===== config.mk =====
export PLATFORM = sky130hd
export DESIGN_NAME = sbp_top
export DESIGN_NICKNAME = d
export VERILOG_FILES = /design/src/sbp_pkg.sv /design/src/sbp_top.sv
export SDC_FILE = /design/constraint.sdc
export NUM_CORES = 1
export LEC_CHECK = 0
export ABC_AREA = 1
export BUFFER_PORTS_ARGS = -buffer_cell sky130_fd_sc_hd__buf_2
export CAP_MARGIN = 30
export CORE_UTILIZATION = 30
export CTS_CLUSTER_SIZE = 16
export DETAILED_ROUTE_END_ITERATION = 7
export GPL_TIMING_DRIVEN = 0
export HOLD_SLACK_MARGIN = 0.12
export PLACE_DENSITY = 0.55
export SLEW_MARGIN = 20
export SYNTH_ARGS = -nofsm -noshare
export SYNTH_HDL_FRONTEND = slang
export SYNTH_SLANG_ARGS = --single-unit
export TNS_END_PERCENT = 10

===== constraint.sdc =====
create_clock -name aclk -period 2.8 [get_ports aclk]
set_input_delay 0.14 -clock aclk [delete_from_list [all_inputs] [get_ports aclk]]
set_output_delay 0.14 -clock aclk [all_outputs]
set_load 0.01 [all_outputs]

===== src/sbp_pkg.sv =====
// shared constants, register map and types of the serial byte packer
package sbp_pkg;

	// ----------------------------------------
	// timing
	// ----------------------------------------
	localparam int unsigned CLK_PERIOD_NS = 4;
	localparam int unsigned TICK_PERIOD_NS = 1_000_000;
	localparam int unsigned TICK_CYCLES = TICK_PERIOD_NS / CLK_PERIOD_NS;

	// ----------------------------------------
	// sizes
	// ----------------------------------------
	localparam int unsigned BUF_BYTES = 1024;
	localparam int unsigned FIFO_DEPTH = 16;

	// ----------------------------------------
	// register map (byte addresses)
	// ----------------------------------------
	localparam logic [11:0] ADDR_LEN = 12'h000;
	localparam logic [11:0] ADDR_MARK = 12'h004;
	localparam logic [11:0] ADDR_IDLE = 12'h008;
	localparam logic [11:0] ADDR_STAT = 12'h00C;
	localparam logic [11:0] ADDR_FRAMES = 12'h010;

	// mark register fields
	localparam int unsigned MARK_D1_LSB = 0;
	localparam int unsigned MARK_D2_LSB = 8;
	localparam int unsigned MARK_TWO_BIT = 16;
	localparam int unsigned MARK_POST_LSB = 17;

	// reset values
	localparam logic [10:0] LEN_RST = 11'h000;
	localparam logic [18:0] MARK_RST = 19'h1_0000;
	localparam logic [15:0] IDLE_RST = 16'h0000;

	// bus answers
	localparam logic [1:0] RESP_OKAY = 2'b00;
	localparam logic [1:0] RESP_SLVERR = 2'b10;

	// ----------------------------------------
	// types
	// ----------------------------------------
	typedef enum logic [1:0] {
		POST_NONE = 2'b00,
		POST_ONE = 2'b01,
		POST_TWO = 2'b10
	} sbp_post_t;

	typedef enum logic [1:0] {
		ST_HUNT = 2'b00,
		ST_GOT1 = 2'b01,
		ST_TAIL = 2'b11
	} sbp_state_t;

	typedef struct packed {
		logic last;
		logic [7:0] data;
	} sbp_item_t;

endpackage


===== src/sbp_top.sv =====
// serial byte packer: frame builder, output fifo and register slave
//
// Added by the designer: the address map and the AXI4-Lite register port.
`timescale 1ns/1ps

// ----------------------------------------
// output fifo
// ----------------------------------------
module sbp_fifo #(
	parameter int unsigned WIDTH = 9,
	parameter int unsigned DEPTH = 16
) (
	input  wire logic             aclk,     // clock
	input  wire logic             aresetn,  // sync reset, low
	input  wire logic [WIDTH-1:0] in_data,  // write word
	input  wire logic             in_valid, // write request
	output logic                  in_ready, // room left
	output logic      [WIDTH-1:0] out_data, // head word
	output logic                  out_valid,// head present
	input  wire logic             out_ready // head taken
);
	localparam int unsigned AW = $clog2(DEPTH);

	logic [WIDTH-1:0] mem [DEPTH];
	logic [AW:0]      wr_ptr;
	logic [AW:0]      rd_ptr;
	logic             do_wr;
	logic             do_rd;

	// extra pointer bit tells full from empty
	assign in_ready = (wr_ptr[AW] == rd_ptr[AW]) || (wr_ptr[AW-1:0] != rd_ptr[AW-1:0]);
	assign out_valid = (wr_ptr != rd_ptr);
	assign out_data = mem[rd_ptr[AW-1:0]];
	assign do_wr = in_valid && in_ready;
	assign do_rd = out_valid && out_ready;

	// storage
	always_ff @(posedge aclk) begin
		if (do_wr) begin
			mem[wr_ptr[AW-1:0]] <= in_data;
		end
	end

	// pointers
	always_ff @(posedge aclk) begin
		if (!aresetn) begin
			wr_ptr <= '0;
			rd_ptr <= '0;
		end else begin
			if (do_wr) begin
				wr_ptr <= wr_ptr + 1'b1;
			end
			if (do_rd) begin
				rd_ptr <= rd_ptr + 1'b1;
			end
		end
	end
endmodule

// Functional notes
// - zero length limit means no length flush
// - flush when byte count reaches length limit
// - no marker set: every byte sent alone
// - marker set: hold bytes until marker seen
// - 8-bit markers, zero second means single
// - full 1K buffer forces a flush
// - one-byte match: either marker flushes
// - two-byte match: first then second marker
// - match mode resets to two bytes
// - tail bytes need first marker, full sequence
// - flush at marker or one/two bytes later
// - tail handling resets to none
// - zero idle timeout disables idle flush
// - idle gap of timeout ms flushes buffer
module sbp_top import sbp_pkg::*; #(
	parameter int unsigned TICK_CNT = TICK_CYCLES
) (
	input  wire logic        aclk,          // 250 MHz clock
	input  wire logic        aresetn,       // sync reset, low
	input  wire logic [11:0] s_axi_awaddr,  // write address
	input  wire logic        s_axi_awvalid, // write address valid
	output logic             s_axi_awready, // write address ready
	input  wire logic [31:0] s_axi_wdata,   // write data
	input  wire logic [3:0]  s_axi_wstrb,   // byte enables
	input  wire logic        s_axi_wvalid,  // write data valid
	output logic             s_axi_wready,  // write data ready
	output logic [1:0]       s_axi_bresp,   // write answer
	output logic             s_axi_bvalid,  // write answer valid
	input  wire logic        s_axi_bready,  // write answer ready
	input  wire logic [11:0] s_axi_araddr,  // read address
	input  wire logic        s_axi_arvalid, // read address valid
	output logic             s_axi_arready, // read address ready
	output logic [31:0]      s_axi_rdata,   // read data
	output logic [1:0]       s_axi_rresp,   // read answer
	output logic             s_axi_rvalid,  // read answer valid
	input  wire logic        s_axi_rready,  // read answer ready
	input  wire logic [7:0]  ser_tdata,     // serial byte in
	input  wire logic        ser_tvalid,    // serial byte valid
	output logic             ser_tready,    // serial byte taken
	output logic [7:0]       net_tdata,     // frame byte out
	output logic             net_tlast,     // last byte of frame
	output logic             net_tvalid,    // frame byte valid
	input  wire logic        net_tready     // network takes byte
);
	// ----------------------------------------
	// declarations
	// ----------------------------------------
	logic [10:0] reg_len;
	logic [18:0] reg_mark;
	logic [15:0] reg_idle;
	logic [31:0] frames;
	logic [11:0] aw_addr;
	logic        aw_held;
	logic [31:0] w_data;
	logic [3:0]  w_strb;
	logic        w_held;
	sbp_state_t  state;
	sbp_state_t  next_state;
	logic [1:0]  extra;
	logic [1:0]  next_extra;
	logic [10:0] cnt;
	logic [10:0] cnt_inc;
	logic        held_v;
	logic        held_l;
	logic [7:0]  held_d;
	logic [31:0] div_cnt;
	logic        ms_tick;
	logic [15:0] idle_ms;
	logic        idle_hit;
	logic [7:0]  d1;
	logic [7:0]  d2;
	logic        d1_on;
	logic        d2_on;
	logic        marker_on;
	logic        two_mode;
	sbp_post_t   post;
	logic        hit1;
	logic        hit2;
	logic        mk_event;
	logic        mk_end;
	logic        len_hit;
	logic        full_hit;
	logic        end_byte;
	logic        in_fire;
	logic        push_v;
	logic        push_fire;
	logic        flush_idle;
	logic        fifo_ready;
	sbp_item_t   push_item;
	sbp_item_t   pop_item;
	logic        wr_go;
	logic        wr_len;
	logic        wr_mark;
	logic        wr_idle;
	logic        wr_ro;
	logic [31:0] rd_word;
	logic        rd_ok;
	logic [31:0] stat_word;

	// apply byte enables to a stored word
	function automatic logic [31:0] merge(input logic [31:0] old, input logic [31:0] nw,
	                                      input logic [3:0] strb);
		logic [31:0] res;
		res = old;
		for (int i = 0; i < 4; i++) begin
			if (strb[i]) begin
				res[8*i +: 8] = nw[8*i +: 8];
			end
		end
		return res;
	endfunction

	// ----------------------------------------
	// register bus slave
	// ----------------------------------------
	// address and data may arrive in either order; each is parked until both are in
	assign s_axi_awready = !aw_held && !s_axi_bvalid;
	assign s_axi_wready = !w_held && !s_axi_bvalid;
	assign s_axi_arready = !s_axi_rvalid;
	assign wr_go = aw_held && w_held && !s_axi_bvalid;

	// write decode
	assign wr_len = (aw_addr == ADDR_LEN);
	assign wr_mark = (aw_addr == ADDR_MARK);
	assign wr_idle = (aw_addr == ADDR_IDLE);
	assign wr_ro = (aw_addr == ADDR_STAT) || (aw_addr == ADDR_FRAMES);

	// read decode, unmapped reads give zero and an error answer
	assign stat_word = {11'h000, held_v, extra, state, 5'h00, cnt};
	assign rd_ok = (s_axi_araddr == ADDR_LEN) || (s_axi_araddr == ADDR_MARK) || (s_axi_araddr == ADDR_IDLE)
	               || (s_axi_araddr == ADDR_STAT) || (s_axi_araddr == ADDR_FRAMES);
	always_comb begin
		if (s_axi_araddr == ADDR_LEN) begin
			rd_word = {21'h00_0000, reg_len};
		end else if (s_axi_araddr == ADDR_MARK) begin
			rd_word = {13'h0000, reg_mark};
		end else if (s_axi_araddr == ADDR_IDLE) begin
			rd_word = {16'h0000, reg_idle};
		end else if (s_axi_araddr == ADDR_STAT) begin
			rd_word = stat_word;
		end else if (s_axi_araddr == ADDR_FRAMES) begin
			rd_word = frames;
		end else begin
			rd_word = 32'h0000_0000;
		end
	end

	// parked write channels
	always_ff @(posedge aclk) begin
		if (!aresetn) begin
			aw_held <= 1'b0;
			w_held <= 1'b0;
			aw_addr <= 12'h000;
			w_data <= 32'h0000_0000;
			w_strb <= 4'h0;
		end else begin
			if (s_axi_awvalid && s_axi_awready) begin
				aw_held <= 1'b1;
				aw_addr <= s_axi_awaddr;
			end else if (wr_go) begin
				aw_held <= 1'b0;
			end
			if (s_axi_wvalid && s_axi_wready) begin
				w_held <= 1'b1;
				w_data <= s_axi_wdata;
				w_strb <= s_axi_wstrb;
			end else if (wr_go) begin
				w_held <= 1'b0;
			end
		end
	end

	// write answer
	always_ff @(posedge aclk) begin
		if (!aresetn) begin
			s_axi_bvalid <= 1'b0;
			s_axi_bresp <= RESP_OKAY;
		end else if (wr_go) begin
			s_axi_bvalid <= 1'b1;
			s_axi_bresp <= (wr_len || wr_mark || wr_idle || wr_ro) ? RESP_OKAY : RESP_SLVERR;
		end else if (s_axi_bready) begin
			s_axi_bvalid <= 1'b0;
		end
	end

	// read answer
	always_ff @(posedge aclk) begin
		if (!aresetn) begin
			s_axi_rvalid <= 1'b0;
			s_axi_rdata <= 32'h0000_0000;
			s_axi_rresp <= RESP_OKAY;
		end else if (s_axi_arvalid && s_axi_arready) begin
			s_axi_rvalid <= 1'b1;
			s_axi_rdata <= rd_word;
			s_axi_rresp <= rd_ok ? RESP_OKAY : RESP_SLVERR;
		end else if (s_axi_rready) begin
			s_axi_rvalid <= 1'b0;
		end
	end

	// configuration registers
	always_ff @(posedge aclk) begin
		if (!aresetn) begin
			reg_len <= LEN_RST;
			reg_mark <= MARK_RST;
			reg_idle <= IDLE_RST;
		end else if (wr_go) begin
			if (wr_len) begin
				reg_len <= 11'(merge({21'h00_0000, reg_len}, w_data, w_strb));
			end
			if (wr_mark) begin
				reg_mark <= 19'(merge({13'h0000, reg_mark}, w_data, w_strb));
			end
			if (wr_idle) begin
				reg_idle <= 16'(merge({16'h0000, reg_idle}, w_data, w_strb));
			end
		end
	end

	// ----------------------------------------
	// configuration fields
	// ----------------------------------------
	assign d1 = reg_mark[MARK_D1_LSB +: 8];
	assign d2 = reg_mark[MARK_D2_LSB +: 8];
	assign post = sbp_post_t'(reg_mark[MARK_POST_LSB +: 2]);
	assign d1_on = (d1 != 8'h00);
	assign d2_on = (d2 != 8'h00);
	assign marker_on = d1_on || d2_on;
	// sequence matching only when both markers exist
	assign two_mode = reg_mark[MARK_TWO_BIT] && d1_on && d2_on;

	// ----------------------------------------
	// millisecond tick and idle timer
	// ----------------------------------------
	// divider restarts with each byte so the gap is measured from that byte
	assign ms_tick = (div_cnt == 32'(TICK_CNT - 1));
	always_ff @(posedge aclk) begin
		if (!aresetn || in_fire || ms_tick) begin
			div_cnt <= 32'h0000_0000;
		end else begin
			div_cnt <= div_cnt + 32'h0000_0001;
		end
	end

	// counts whole ms since the last byte, saturating so a timeout set while bytes wait still fires
	always_ff @(posedge aclk) begin
		if (!aresetn || in_fire || push_fire) begin
			idle_ms <= 16'h0000;
		end else if (ms_tick && !idle_hit && idle_ms != 16'hFFFF) begin
			idle_ms <= idle_ms + 16'h0001;
		end
	end
	assign idle_hit = (reg_idle != 16'h0000) && (idle_ms >= reg_idle)
	                  && held_v && !held_l;

	// ----------------------------------------
	// frame decision for each arriving byte
	// ----------------------------------------
	assign in_fire = ser_tvalid && ser_tready;
	assign cnt_inc = cnt + 11'h001;
	assign hit1 = d1_on && (ser_tdata == d1);
	assign hit2 = d2_on && (ser_tdata == d2);
	assign len_hit = (reg_len != 11'h000) && (cnt_inc == reg_len);
	assign full_hit = (cnt_inc == 11'(BUF_BYTES));

	// marker matcher, tail bytes skip matching
	always_comb begin
		next_state = state;
		next_extra = extra;
		mk_event = 1'b0;
		mk_end = 1'b0;
		case (state)
			ST_HUNT: begin
				if (two_mode) begin
					if (hit1) begin
						next_state = ST_GOT1;
					end
				end else begin
					mk_event = hit1 || hit2;
				end
			end
			ST_GOT1: begin
				if (hit2) begin
					mk_event = 1'b1;
				end else if (!hit1) begin
					next_state = ST_HUNT;
				end
			end
			ST_TAIL: begin
				next_extra = extra - 2'b01;
				mk_end = (extra == 2'b01);
			end
			default: begin
				next_state = ST_HUNT;
			end
		endcase
		if (mk_event) begin
			// tail handling needs the first marker enabled
			if (d1_on && post != POST_NONE) begin
				next_state = ST_TAIL;
				next_extra = (post == POST_ONE) ? 2'b01 : 2'b10;
			end else begin
				mk_end = 1'b1;
			end
		end
	end

	// no marker at all: each byte is its own frame
	assign end_byte = !marker_on || mk_end || len_hit || full_hit;

	// ----------------------------------------
	// one-byte staging ahead of the fifo
	// ----------------------------------------
	// the newest byte waits here so an idle flush can still tag it last
	assign ser_tready = !held_v || fifo_ready;
	assign push_v = held_v && (held_l || ser_tvalid || idle_hit);
	assign push_fire = push_v && fifo_ready;
	assign flush_idle = push_fire && idle_hit && !in_fire;
	assign push_item.data = held_d;
	assign push_item.last = held_l || (idle_hit && !in_fire);

	always_ff @(posedge aclk) begin
		if (!aresetn) begin
			held_v <= 1'b0;
			held_l <= 1'b0;
			held_d <= 8'h00;
		end else if (in_fire) begin
			held_v <= 1'b1;
			held_l <= end_byte;
			held_d <= ser_tdata;
		end else if (push_fire) begin
			held_v <= 1'b0;
		end
	end

	// count and matcher state, cleared on every flush
	always_ff @(posedge aclk) begin
		if (!aresetn) begin
			cnt <= 11'h000;
			state <= ST_HUNT;
			extra <= 2'b00;
		end else if (in_fire) begin
			if (end_byte) begin
				cnt <= 11'h000;
				state <= ST_HUNT;
				extra <= 2'b00;
			end else begin
				cnt <= cnt_inc;
				state <= marker_on ? next_state : ST_HUNT;
				extra <= next_extra;
			end
		end else if (flush_idle) begin
			cnt <= 11'h000;
			state <= ST_HUNT;
			extra <= 2'b00;
		end
	end

	// frames handed to the network path
	always_ff @(posedge aclk) begin
		if (!aresetn) begin
			frames <= 32'h0000_0000;
		end else if (push_fire && push_item.last) begin
			frames <= frames + 32'h0000_0001;
		end
	end

	// ----------------------------------------
	// output fifo toward the network
	// ----------------------------------------
	sbp_fifo #(
		.WIDTH ($bits(sbp_item_t)),
		.DEPTH (FIFO_DEPTH)
	) u_fifo (
		.aclk      (aclk),
		.aresetn   (aresetn),
		.in_data   (push_item),
		.in_valid  (push_v),
		.in_ready  (fifo_ready),
		.out_data  (pop_item),
		.out_valid (net_tvalid),
		.out_ready (net_tready)
	);
	assign net_tdata = pop_item.data;
	assign net_tlast = pop_item.last;
endmodule


# Word-level counts from Yosys, hierarchy flattened
# Memories as Yosys holds them, arrays and structs flattened. A register that Yosys moved wholly into a read port is not among the register bits.
# Index checks and enable logic that the tools add are counted.
# classes
addsub,7
magnitude_cmp,1
n_eq_ne,21
mux,46
reduce_logical,78
# op_table
cell,n
$mux W32,5
$add A32 B1 Y32 const B,2
$eq A12 B4 Y1 const B,4
$mux W2,18
$mux W11,3
$eq A32 B18 Y1 const B,1
$logic_and A1 B1 Y1,26
$eq A12 B3 Y1 const B,2
$eq A12 B5 Y1 const B,2
$logic_not A12 Y1,2
$logic_or A1 B1 Y1,21
$reduce_and A3 Y1,7
$add A16 B1 Y16 const B,1
$eq A8 B8 Y1,2
$ge A16 B16 Y1,1
$mux W1,16
$ne A16 B16 Y1 const B,1
$reduce_bool A16 Y1,1
$reduce_bool A8 Y1,2
$reduce_bool A2 Y1,7
$add A11 B1 Y11 const B,1
$eq A11 B11 Y1,1
$eq A11 B11 Y1 const B,1
$reduce_bool A11 Y1,1
12 further kinds,25
# totals
register_bits,235
ram_bits,144
in_bits,77
out_inout_bits,52
word_cells,182
n_memories,1
# memory_table
name,depth,word_bits,read_ports,rd_ports_with_merged_regs,wr,line_no,text
u_fifo.mem,16,9,1,1,1,sbp_top.sv:24,logic [WIDTH-1:0] mem [DEPTH];

# Depth between registers and ports, before layout
# Gate-level depths: netlist of run 1.
# depth
word_depth,11
depth_mapped,17
depth_no_buf,15

# By module
# Synthesis of run 1 repeated with hierarchy kept, for this count alone.
# hier_totals
hier_cells,2314
area_unflattened_um2,18401.4
# by_module_without_submodules
module,n_inst,cells_each,area_each_um2,seq_area_each_um2
sbp_top,1,1728,11745.0,4464.3
sbp_fifo,1,586,6656.4,4604.4

# Worst setup path after synthesis of run 1
# OpenSTA, ideal clock, no wires.
# synth_path
kind,reg-to-reg
startpoint,reg reg_idle[15]
endpoint,mem u_fifo.mem[0][0] (enable)
setup_ps,374
arrival_ps,2257
required_ps,2426
slack_ps,169
path_stages_with_launch,12
path_buffers,1
synth_period_minus_slack_ps,2631
path_cell_list,dfxtp_1 inv_1 ha_1 nand2_1 nor4_2 nand3_1 nand3_1 nand2_2 a21oi_4 buf_2 nand2_1 nor2_1
# synth_between
elab_chain_len,9
elab_cells_between_ends,10
cone_classes,order compare (1); mux (2); reduce/logical (7)
# synth_lines
element,line_no,text
start: declaration,sbp_top.sv:110,logic [15:0] reg_idle;
start signal: assignment,sbp_top.sv:275,"reg_idle <= 16'(merge({16'h0000, reg_idle}, w_data, w_strb));"
$ge A16 B16 Y1 / $reduce_bool A16 Y1 (equally long branches),sbp_top.sv:313,assign idle_hit = (reg_idle != 16'h0000) && (idle_ms >= reg_idle)
$logic_and A1 B1 Y1 *,sbp_top.sv:313,
$logic_and A1 B1 Y1 * (2 in a row),sbp_top.sv:314,&& held_v && !held_l;
$logic_or A1 B1 Y1 *,sbp_top.sv:376,assign push_v = held_v && (held_l || ser_tvalid || idle_hit);
$logic_and A1 B1 Y1 *,sbp_top.sv:376,
$logic_and A1 B1 Y1 *,sbp_top.sv:34,assign do_wr = in_valid && in_ready;
$mux W1 *,sbp_top.sv:39,if (do_wr) begin
$mux W1 (implied by the code) *,sbp_top.sv:40,mem[wr_ptr[AW-1:0]] <= in_data;
end: declaration,sbp_top.sv:24,
# Mark *: on every way between the ends. The rest lies on a longest branch, timed or not.

==> results of run 1 <==
==> routing by layer <==
metal	track usage (%)	up-vias	wire length, µm
li1	-	7792	-
met1	24.5	7536	25700
met2	31.5	446	27000
met3	2.89	101	2900
met4	7.24	0	2120
met5	0	-	0
==> what timing repair did <==
action | in CTS | in global routing
pin swaps | 12 | 4
endpoints found under the setup margin | 154 | 181
hold buffers | 70 | 0
buffers inserted | 14 | 1
resized for setup | 44 | 10
hold endpoints to repair | 73 | 0
gates cloned | 0 | 0
==> worst min-delay path, delay by kind of cell <==
kind / cells / cell delay, ps
buf+inv: 2 / 370
compound gates: 1 / 200
simple gates: 1 / 120
==> cell usage in the layout, fill, tap and decap left out, drive strengths merged, types with 19 or more instances in the layout <==
cell         count
nand2          428
nor2           257
dfxtp          237
a21oi          210
inv            207
buf            157
o21ai          156
edfxtp         144
clkbuf         125
nand3          119
dlygate4sd3     70
xor2            43
o211ai          41
nor3            41
mux2i           36
nand4           26
ha              26
xnor2           25
nor4            19
==> flip-flops by register name (all words and copies together), names as in the netlist, 2 cells and up, named ones only <==
name / count
idle_ms: 16
reg_mark: 19
cnt: 11
state: 2
reg_len: 11
frames: 32
reg_idle: 16
aw_addr: 12
s_axi_rdata: 32
u_fifo.mem: 144
w_strb: 3
extra: 2
w_data: 19
u_fifo.wr_ptr: 5
div_cnt: 32
held_d: 8
u_fifo.rd_ptr: 5
==> synth_stat cells (all sizes together) (18+ instances only) <==
library cell / n / area share (%)
nor4: 19 / 0.73
a21oi: 210 / 6.1
nor2: 257 / 5.7
dfxtp: 237 / 26
nand4: 26 / 0.90
a211oi: 18 / 0.78
edfxtp: 144 / 24
nand2: 428 / 9.2
ha: 26 / 1.8
inv: 206 / 4.3
clkbuf: 59 / 1.2
o211ai: 41 / 1.7
buf: 30 / 0.99
mux2i: 36 / 2.0
xor2: 43 / 2.1
nand3: 119 / 3.5
nor3: 41 / 1.2
xnor2: 25 / 1.2
o21ai: 156 / 4.4
==> per-stage QoR <==
| stage | cell area (µm²) | utilization (%) |
|---|---|---|
| after floorplan | 18000 | - |
| after global placement | 19500 | 33.0 |
| after detailed placement | 19500 | 33.0 |
| after CTS | 22000 | 37.3 |
| after global routing | 22100 | 37.3 |
| final | 22100 | 37.3 |
==> power by group <==
group | total, mW | internal, mW | leakage, nW | switching, mW
logic | 1.33 | 0.476 | 4.18 | 0.854
registers | 5.99 | 5.86 | 3.25 | 0.139
clock network | 5.72 | 3.32 | 0.700 | 2.41
==> cells by family (layout without fill, tap and decap cells) <==
family,count (synthesis),count (layout)
and+or+nand+nor,897,897
AOI/OAI and AO/OA,453,453
DFF,381,381
buffers and inverters,300,576
xor gates and xnor gates,68,68
muxes,36,36
adders and majority gates,26,26
other,1,2
==> cell type report <==
| type | instances | area [µm²] | share of cell area, % |
|---|---|---|---|
| clock buffers | 67 | 1260 | 5.70 |
| multi-input cells | 1482 | 7880 | 35.7 |
| repair buffers | 198 | 1520 | 6.87 |
| clock inverters | 13 | 183 | 0.828 |
| flip-flops and latches | 381 | 9070 | 41.1 |
| well taps | 773 | 967 | 4.38 |
| plain buffers | 87 | 409 | 1.85 |
| inverters | 211 | 793 | 3.59 |
==> how the worst max path moves through the flow <==
stage          cells past startpoint  slack, ps                end          from
5_1_grt                            8        -50          w_strb[0]       aresetn
3_3_place_gp                      11       -840  u_fifo.mem[10][7]  reg_idle[14]
6_report                           8         90          w_strb[0]       aresetn
4_1_cts                            6        -10       net_tdata[5]      register
3_5_place_dp                      11       -850   u_fifo.mem[6][1]  reg_idle[14]
2_1_floorplan                     11        170   u_fifo.mem[0][0]  reg_idle[15]
==> implementation parameters, run 1 <==
Parameter                              Value

Final layout
  Count of antenna diodes in the layout    0
  Non-filler cells, final    3212
  Area growth syn-to-layout    22.8%
  Fill count    5943
  Layout net count    2508
  Fraction of layout cells with a size suffix above 1    12.5%

Synthesis
  Per-instance average area after synthesis    8.32 µm²
  Yosys synthesis warning count    0
  Main flop type after synthesis    sky130_fd_sc_hd__dfxtp_1
  Number of enable-type register cells in the synthesized netlist    144
  Post-synthesis register bit count    381
  Mux cell area share after synthesis    2.00%
  Post-synthesis cell area    18000 µm²
  Main combinational cell family by area after synthesis    simple AND/OR/NAND/NOR gates
  Library cells used by synthesis    49
  Adder and majority gate portion of the synthesized area    1.81%
  Sequential share of the synthesized area    50.4%
  Post-synth ARST share    0%
  Compound-Gate Fraction of Synth Area    14.2%
  Post-synthesis simple-gate area fraction    21.6%
  Post-synthesis share of cell area spent on xor and xnor gates    3.31%
  Instance count of the mapped netlist    2162

Placed design
  Detailed placement HPWL    42.9 mm
  Routability Congestion    0.934
  Worst Setup Slack post-DPL    -848 ps
  Placed Cells    3049
  Port bufs    111

Timing
  Part of the cycle the worst path needs    96.7%
  Post-route worst hold slack    275 ps
  Actual slew at the worst max-slew pin    951 ps
  Count of final max-slew check failures    0
  Final setup TNS    0 ps
  Final Hold Violating Endpoints    0
  Top achievable clock speed    369 MHz
  Final Skew    41.0 ps
  Min cycle time layout    2710 ps
  Minimum setup slack in the final design    91.2 ps
  Total setup violations reported at the end of the flow    0
  RSZ-0062 raised after global routing    true
  Headroom to the max-slew limit    36.0%

Run status
  Run status    complete, no violations

Global route
  Pin count of the biggest net entering global routing    26
  Gr usage total    18.9%
  First-pass GRT wire length    88.7 mm
  Initial antenna violation count    0
  Via count of the first global-routing pass    15300
  Total overflow reported by the global router    0

Critical path
  Reg-to-reg critical path endpoint    u_fifo.mem[11][4]
  Largest stage delay on the critical path    580 ps
  CP Capture Type    register
  Cell class contributing the biggest share of worst-path delay    buffers and inverters
  Signal arrival time at the worst endpoint    3240 ps
  Origin of the critical flop-to-flop path    reg_idle[8]
  Endpoint required time on the critical path    3340 ps
  Highest fanout seen on the critical path    10
  Worst-path cell chain    dlygate4sd3_1, buf_2, clkbuf_1, buf_1, o21ai_0, dlygate4sd3_1, nor2_1, dlygate4sd3_1
  Number of cell instances on the worst register-to-register path    11
  Critical path class    in -> reg
  Flop-to-flop setup slack    110 ps
  Critical-path cell with the highest stage delay    sky130_fd_sc_hd__dlygate4sd3_1
  CP Buf/Inv Count    6
  Critical Path Most Common Cell    sky130_fd_sc_hd__dlygate4sd3_1
  Setup crit start kind    primary input

Route
  Routed via count    15900
  Post-detailed-routing wire length    57.7 mm
  Avg WL per Cell    18.0 µm
  Routed Antenna Nets    0
  Mean number of vias per cell    4.94
  Detailed-routing iteration count for the pre-antenna-repair pass    5
  Number of design rule violations left after detail routing    0
  Initial drt markers    1285

Worst hold path
  Startpoint of the tightest hold check path    s_axi_wvalid
  Endpoint with the worst hold slack    w_strb[2]
  Min-Delay Path Depth    4
  HP Class    in -> reg

Die
  Chip Height    247 µm
  Rows    89
  Initial Utilization    30.4%
  I/O pin cnt    129
  Floorplan Core Area    59100 µm²
  Die boundary width    247 µm
  Die outline area    60900 µm²

Power and ir drop
  Overall power consumption    13.0 mW
  Leakage    8.13 nW
  Worst vdd rail ir drop    0.402 mV
  Power density over the cells    591 nW/µm²

Clock tree
  Clock input transition at the sequential cells of the worst setup and hold paths    60 ps
  Clock latency at the later pin of the worst-skew pair    600 ps
  Depth of the CTS H-tree    2
  TritonCTS clock tree    yes
  TritonCTS Sinks    381
  Number of buffers on the longest clock path    3
  Cell at the root of the clock tree    sky130_fd_sc_hd__clkbuf_16
  Number of CTS-inserted buffers    44

Run
  Count of maximum capacitance violations    0
No activity file was read; power rests on OpenSTA's default activity.
==> run 2: changes to the inputs <==
PLACE_DENSITY = 0.53   (was 0.55)
clock period = 2.5 ns   (was 2.8 ns; I/O delays follow)
==> run 2 against run 1 <==
  * The flow now finishes with violations (design-rule violations, negative setup slack)
  * First-iteration DRC count decreased by 3.3%
  * Clock skew increased by 21 ps
  * Die area unchanged
  * Largest cell class unchanged
==> implementation parameters, run 2 (synthesis results as in run 1) <==
Parameter                              Value

Global route
  Via count of the first global-routing pass    15600
  Gr usage total    19.4%
  Pin count of the biggest net entering global routing    26
  Initial antenna violation count    0
  First-pass GRT wire length    90.7 mm
  Total overflow reported by the global router    0

Critical path
  Signal arrival time at the worst endpoint    2410 ps
  Largest stage delay on the critical path    500 ps
  Cell class contributing the biggest share of worst-path delay    flip-flops
  CP Capture Type    primary output
  Endpoint required time on the critical path    2380 ps
  CP Buf/Inv Count    2
  Worst-path cell chain    buf_4, mux2i_1, o211ai_1, nand3_1, nand2_1, buf_2
  Critical-path cell with the highest stage delay    sky130_fd_sc_hd__dfxtp_1
  Highest fanout seen on the critical path    10
  Critical path class    reg -> out
  Setup crit start kind    register

Die
  Chip Height    247 µm
  Die boundary width    247 µm
  I/O pin cnt    129
  Die outline area    60900 µm²
  Initial Utilization    30.4%
  Rows    89
  Floorplan Core Area    59100 µm²

Route
  Number of design rule violations left after detail routing    4
  Mean number of vias per cell    4.93
  Avg WL per Cell    18.3 µm
  Routed Antenna Nets    0
  Initial drt markers    1242
  Detailed-routing iteration count for the pre-antenna-repair pass    8
  Routed via count    15900
  Post-detailed-routing wire length    59.1 mm

Final layout
  Largest register FFs    144
  Layout net count    2523
  Final Cell Area    22800 µm²
  Leading cell types in the layout, fill and taps excluded    sky130_fd_sc_hd__nand2_1 (399), sky130_fd_sc_hd__nor2_1 (226), sky130_fd_sc_hd__dfxtp_1 (223), sky130_fd_sc_hd__a21oi_1 (199), sky130_fd_sc_hd__inv_1 (187)
  Non-filler cells, final    3224
  Fraction of layout cells with a size suffix above 1    15.8%
  Fill count    5948
  Most common cell after layout, fill and taps aside    sky130_fd_sc_hd__nand2_1
  Finished Core Util    38.5%
  Count of antenna diodes in the layout    0
  Area growth syn-to-layout    26.7%

Timing
  Part of the cycle the worst path needs    102%
  Actual slew at the worst max-slew pin    1010 ps
  Total setup violations reported at the end of the flow    10
  Count of final max-slew check failures    0
  Headroom to the max-slew limit    32.4%
  Post-route worst hold slack    247 ps
  RSZ-0062 raised after global routing    true
  Final Skew    61.9 ps
  Final setup TNS    -106 ps
  Minimum setup slack in the final design    -38.3 ps
  Min cycle time layout    2540 ps
  Final Hold Violating Endpoints    0
  Top achievable clock speed    394 MHz

Clock tree
  Number of buffers on the longest clock path    3
  Number of CTS-inserted buffers    42
  TritonCTS Sinks    381
  Depth of the CTS H-tree    2
  TritonCTS clock tree    yes
  Clock input transition at the sequential cells of the worst setup and hold paths    60 ps
  Cell at the root of the clock tree    sky130_fd_sc_hd__clkbuf_16
  Clock latency at the later pin of the worst-skew pair    600 ps

Power and ir drop
  Overall power consumption    15.2 mW
  Leakage    8.36 nW
  Worst vdd rail ir drop    0.467 mV
  Power density over the cells    667 nW/µm²

Run status
  Violated checks    design-rule violations, negative setup slack
  Run status    finished, violations left

Placed design
  Routability Congestion    0.926
  Placed Cells    3048
  Port bufs    111
  Placement-stage cell area    19500 µm²
  Worst Setup Slack post-DPL    -1150 ps
  Detailed placement HPWL    43.3 mm

Worst hold path
  HP Class    in -> reg

Run
  Count of maximum capacitance violations    0
run 2: cell count changes in the layout (fill, tap and decap cells not counted), sizes merged:
cell	before	now
inv	207	206
clkinv	14	16
clkbuf	125	115
buf	157	176
clkinvlp	1	3
bufinv	2	6
dlygate4sd3	70	66
run 2: per-layer routing:
layer / vias up / part of all wire, % / track usage (%)
met5: - / 0 / 0
met4: 0 / 3.5 / 7.08
met3: 108 / 4.3 / 2.85
met2: 381 / 47 / 32.6
met1: 7584 / 45 / 25.2
li1: 7835 / - / -
run 2: worst min-delay path: stages:
cell,delay (ps)
sky130_fd_sc_hd__buf_2,160
sky130_fd_sc_hd__clkbuf_1,280
sky130_fd_sc_hd__o21ai_0,150
sky130_fd_sc_hd__a21oi_1,50
run 2: repair_timing:
item | in CTS | in global routing
resized for setup | 96 | 54
hold buffers | 66 | 0
hold endpoints to repair | 74 | 0
cloned | 2 | 1
pin swaps | 24 | 12
setup buffers | 31 | 4
endpoints found under the setup margin | 201 | 212
run 2: final timing paths:
kind / start / endpoint / slack, ps / depth (start not counted)
worst min-delay path: aresetn / reg_len[10] / 250 / 4
worst max-delay path: register / net_tdata[5] / -40 / 6
worst min register to register: w_strb[2] / w_strb[2] / 460 / 2
worst max register to register: reg_idle[9] / u_fifo.mem[9][0] / -10 / 14
run 2: report_power, final:
part | total (mW) | switching (mW) | internal, mW
clock network | 6.89 | 2.72 | 4.17
registers | 6.71 | 0.158 | 6.56
logic | 1.58 | 1.00 | 0.574
run 2: cell type report:
| cell class | instances | area [µm²] | share of cell area [%] |
|---|---|---|---|
| clock inverters | 20 | 319 | 1.40 |
| repair buffers | 215 | 1770 | 7.79 |
| flip-flops and latches | 381 | 9090 | 39.9 |
| inverters | 211 | 800 | 3.51 |
| multi-input cells | 1482 | 8110 | 35.6 |
| clock buffers | 55 | 1250 | 5.47 |
| plain buffers | 87 | 473 | 2.08 |
| well taps | 773 | 967 | 4.25 |
==> run 3: changes to the inputs <==
--- a/config.mk
+++ b/config.mk
@@ -14,5 +14,5 @@
 export GPL_TIMING_DRIVEN = 0
 export HOLD_SLACK_MARGIN = 0.12
-export PLACE_DENSITY = 0.53
+export PLACE_DENSITY_LB_ADDON = 0.3
 export SLEW_MARGIN = 20
 export SYNTH_ARGS = -nofsm -noshare
==> constraint.sdc (replaced) <==
create_clock -name aclk -period 2.5 [get_ports aclk]
set_input_delay 0 -clock aclk [delete_from_list [all_inputs] [get_ports aclk]]
set_output_delay 0 -clock aclk [all_outputs]
set_load 0.01 [all_outputs]
==> run 3 against run 2 <==
  * The run still ends with design-rule violations, negative setup slack left
  * Maximum frequency decreased by 0.16%
  * Routed wire length fell by 0.20%
  * Setup slack got worse by 4.2 ps
  * Sequential cell count unchanged
  * Final cell count up 0.74%
  * Utilization rose by 0.20 points
  * Sequential power about the same
  * Via count rose by 1.5%
  * Final area is 0.52% higher
  * Die area unchanged
  * Critical endpoint is now u_fifo.mem[8][1]
  * Largest power group is now sequential cells
==> implementation parameters, run 3 (synthesis results as in run 1) <==
Parameter                              Value

Run status
  Run status    finished, violations left
  Violated checks    design-rule violations, negative setup slack

Final layout
  Largest register FFs    144
  Fill count    5892
  Layout net count    2545
  Most common cell after layout, fill and taps aside    sky130_fd_sc_hd__nand2_1
  Area growth syn-to-layout    27.3%
  Finished Core Util    38.7%
  Leading cell types in the layout, fill and taps excluded    sky130_fd_sc_hd__nand2_1 (398), sky130_fd_sc_hd__nor2_1 (228), sky130_fd_sc_hd__dfxtp_1 (215), sky130_fd_sc_hd__a21oi_1 (197), sky130_fd_sc_hd__inv_1 (187)
  Count of antenna diodes in the layout    0
  Fraction of layout cells with a size suffix above 1    15.7%

Route
  Initial drt markers    1157
  Mean number of vias per cell    4.97
  Post-detailed-routing wire length    59.0 mm
  Routed via count    16200
  Routed Antenna Nets    0
  Number of design rule violations left after detail routing    2
  Avg WL per Cell    18.2 µm
  Detailed-routing iteration count for the pre-antenna-repair pass    8

Critical path
  Setup crit start kind    register
  Signal arrival time at the worst endpoint    2850 ps
  CP Capture Type    register
  Endpoint required time on the critical path    2800 ps
  Worst-path cell chain    inv_4, ha_4, nand2_4, nor4_4, nand3_1, nand3_2, nand2_4, a21oi_4, buf_8, buf_12, nand2_8, nor2_4, clkbuf_16
  Critical-path cell with the highest stage delay    sky130_fd_sc_hd__dfxtp_4
  Largest stage delay on the critical path    360 ps
  Critical Path Most Common Cell    sky130_fd_sc_hd__nand2_4
  Highest fanout seen on the critical path    4
  Critical path class    reg -> reg

Power and ir drop
  Leakage    8.41 nW
  Power density over the cells    651 nW/µm²
  Worst vdd rail ir drop    0.445 mV
  Overall power consumption    14.9 mW

Die
  Die boundary width    247 µm
  Initial Utilization    30.4%
  Chip Height    247 µm
  Floorplan Core Area    59100 µm²
  Die outline area    60900 µm²
  I/O pin cnt    129
  Rows    89

Timing
  RSZ-0062 raised after global routing    true
  Minimum setup slack in the final design    -42.5 ps
  Final Hold Violating Endpoints    0
  Total setup violations reported at the end of the flow    9
  Actual slew at the worst max-slew pin    912 ps
  Part of the cycle the worst path needs    102%
  Count of final max-slew check failures    0
  Headroom to the max-slew limit    39.1%
  Top achievable clock speed    393 MHz
  Min cycle time layout    2540 ps
  Final Skew    26.4 ps

Global route
  Total overflow reported by the global router    0
  Pin count of the biggest net entering global routing    26
  Initial antenna violation count    1
  First-pass GRT wire length    90.9 mm
  Via count of the first global-routing pass    15800
  Gr usage total    19.3%

Worst hold path
  HP Class    in -> reg

Placed design
  Detailed placement HPWL    42.7 mm
  Routability Congestion    0.925
  Port bufs    111

Clock tree
  Clock latency at the later pin of the worst-skew pair    590 ps
  Number of CTS-inserted buffers    43
  Number of buffers on the longest clock path    3
  Cell at the root of the clock tree    sky130_fd_sc_hd__clkbuf_16
  TritonCTS Sinks    381
  Depth of the CTS H-tree    2
  Clock input transition at the sequential cells of the worst setup and hold paths    60 ps
  TritonCTS clock tree    yes

Run
  Count of maximum capacitance violations    0
[run 3: worst paths after layout]
path                   start  depth (start not counted)                to  slack [ps]
min          s_axi_araddr[1]                          8   s_axi_rdata[17]         160
max reg2reg      reg_idle[9]                         13  u_fifo.mem[8][1]         -40
min reg2reg        w_strb[2]                          2         w_strb[2]         450
max              reg_idle[9]                         13  u_fifo.mem[8][1]         -40
[run 3: area by class of cell]
cell class                      instances  area [µm²]  area share, %
Sequential cell                       381        9100           39.7
Buffer                                 87         468           2.04
Tap cell                              773         967           4.22
Clock inverter                         13         205          0.896
Timing Repair Buffer                  236        1980           8.65
Multi-Input combinational cell       1482        8120           35.4
Inverter                              211         801           3.50
Clock buffer                           65        1260           5.50
[run 3: metal layers]
layer	GRT usage (%)	part of all wire (%)	routed length (µm)	vias up
met1	24.7	43	25600	7706
met2	32.8	48	28100	456
li1	-	-	-	7877
met5	0	0	0	-
met3	2.76	5.3	3100	112
met4	7.35	3.7	2200	0
[run 3: power breakdown]
part	internal, mW	total (mW)	switching [mW]
registers	6.56	6.71	0.158
clock network	3.92	6.59	2.67
logic	0.602	1.61	1.00
total	11.1	14.9	3.83
[run 3: critical path: cells and delay by family (launching register included)]
family,cells,cell delay (ps)
simple gates,7,940
buf+inv,4,490
flops,1,360
fa+ha+maj,1,270
compound gates,1,210
[run 3: timing repair]
| item | CTS | global route |
|---|---|---|
| cloned | 2 | 2 |
| endpoints found under the setup margin | 207 | 227 |
| hold buffers | 86 | 0 |
| setup buffers | 29 | 4 |
| pin swaps | 17 | 18 |
| hold endpoints to repair | 79 | 0 |
| resized for setup | 93 | 65 |
[run 3: through the flow]
stage / hold slack (ps) / TNS [ps] / worst slack [ps] / area [µm²] / std cells
after floorplan: 163 / -14190 / -131 / 18000 / 2163
after global placement: 254 / -145240 / -1140 / 19500 / 3047
after detailed placement: 270 / -143800 / -1200 / 19500 / 3049
after CTS: 146 / -968 / -51.7 / 22600 / 3242
after global routing: 200 / -3380 / -111 / 22900 / 3248
final: 156 / -203 / -42.5 / 22900 / 3248
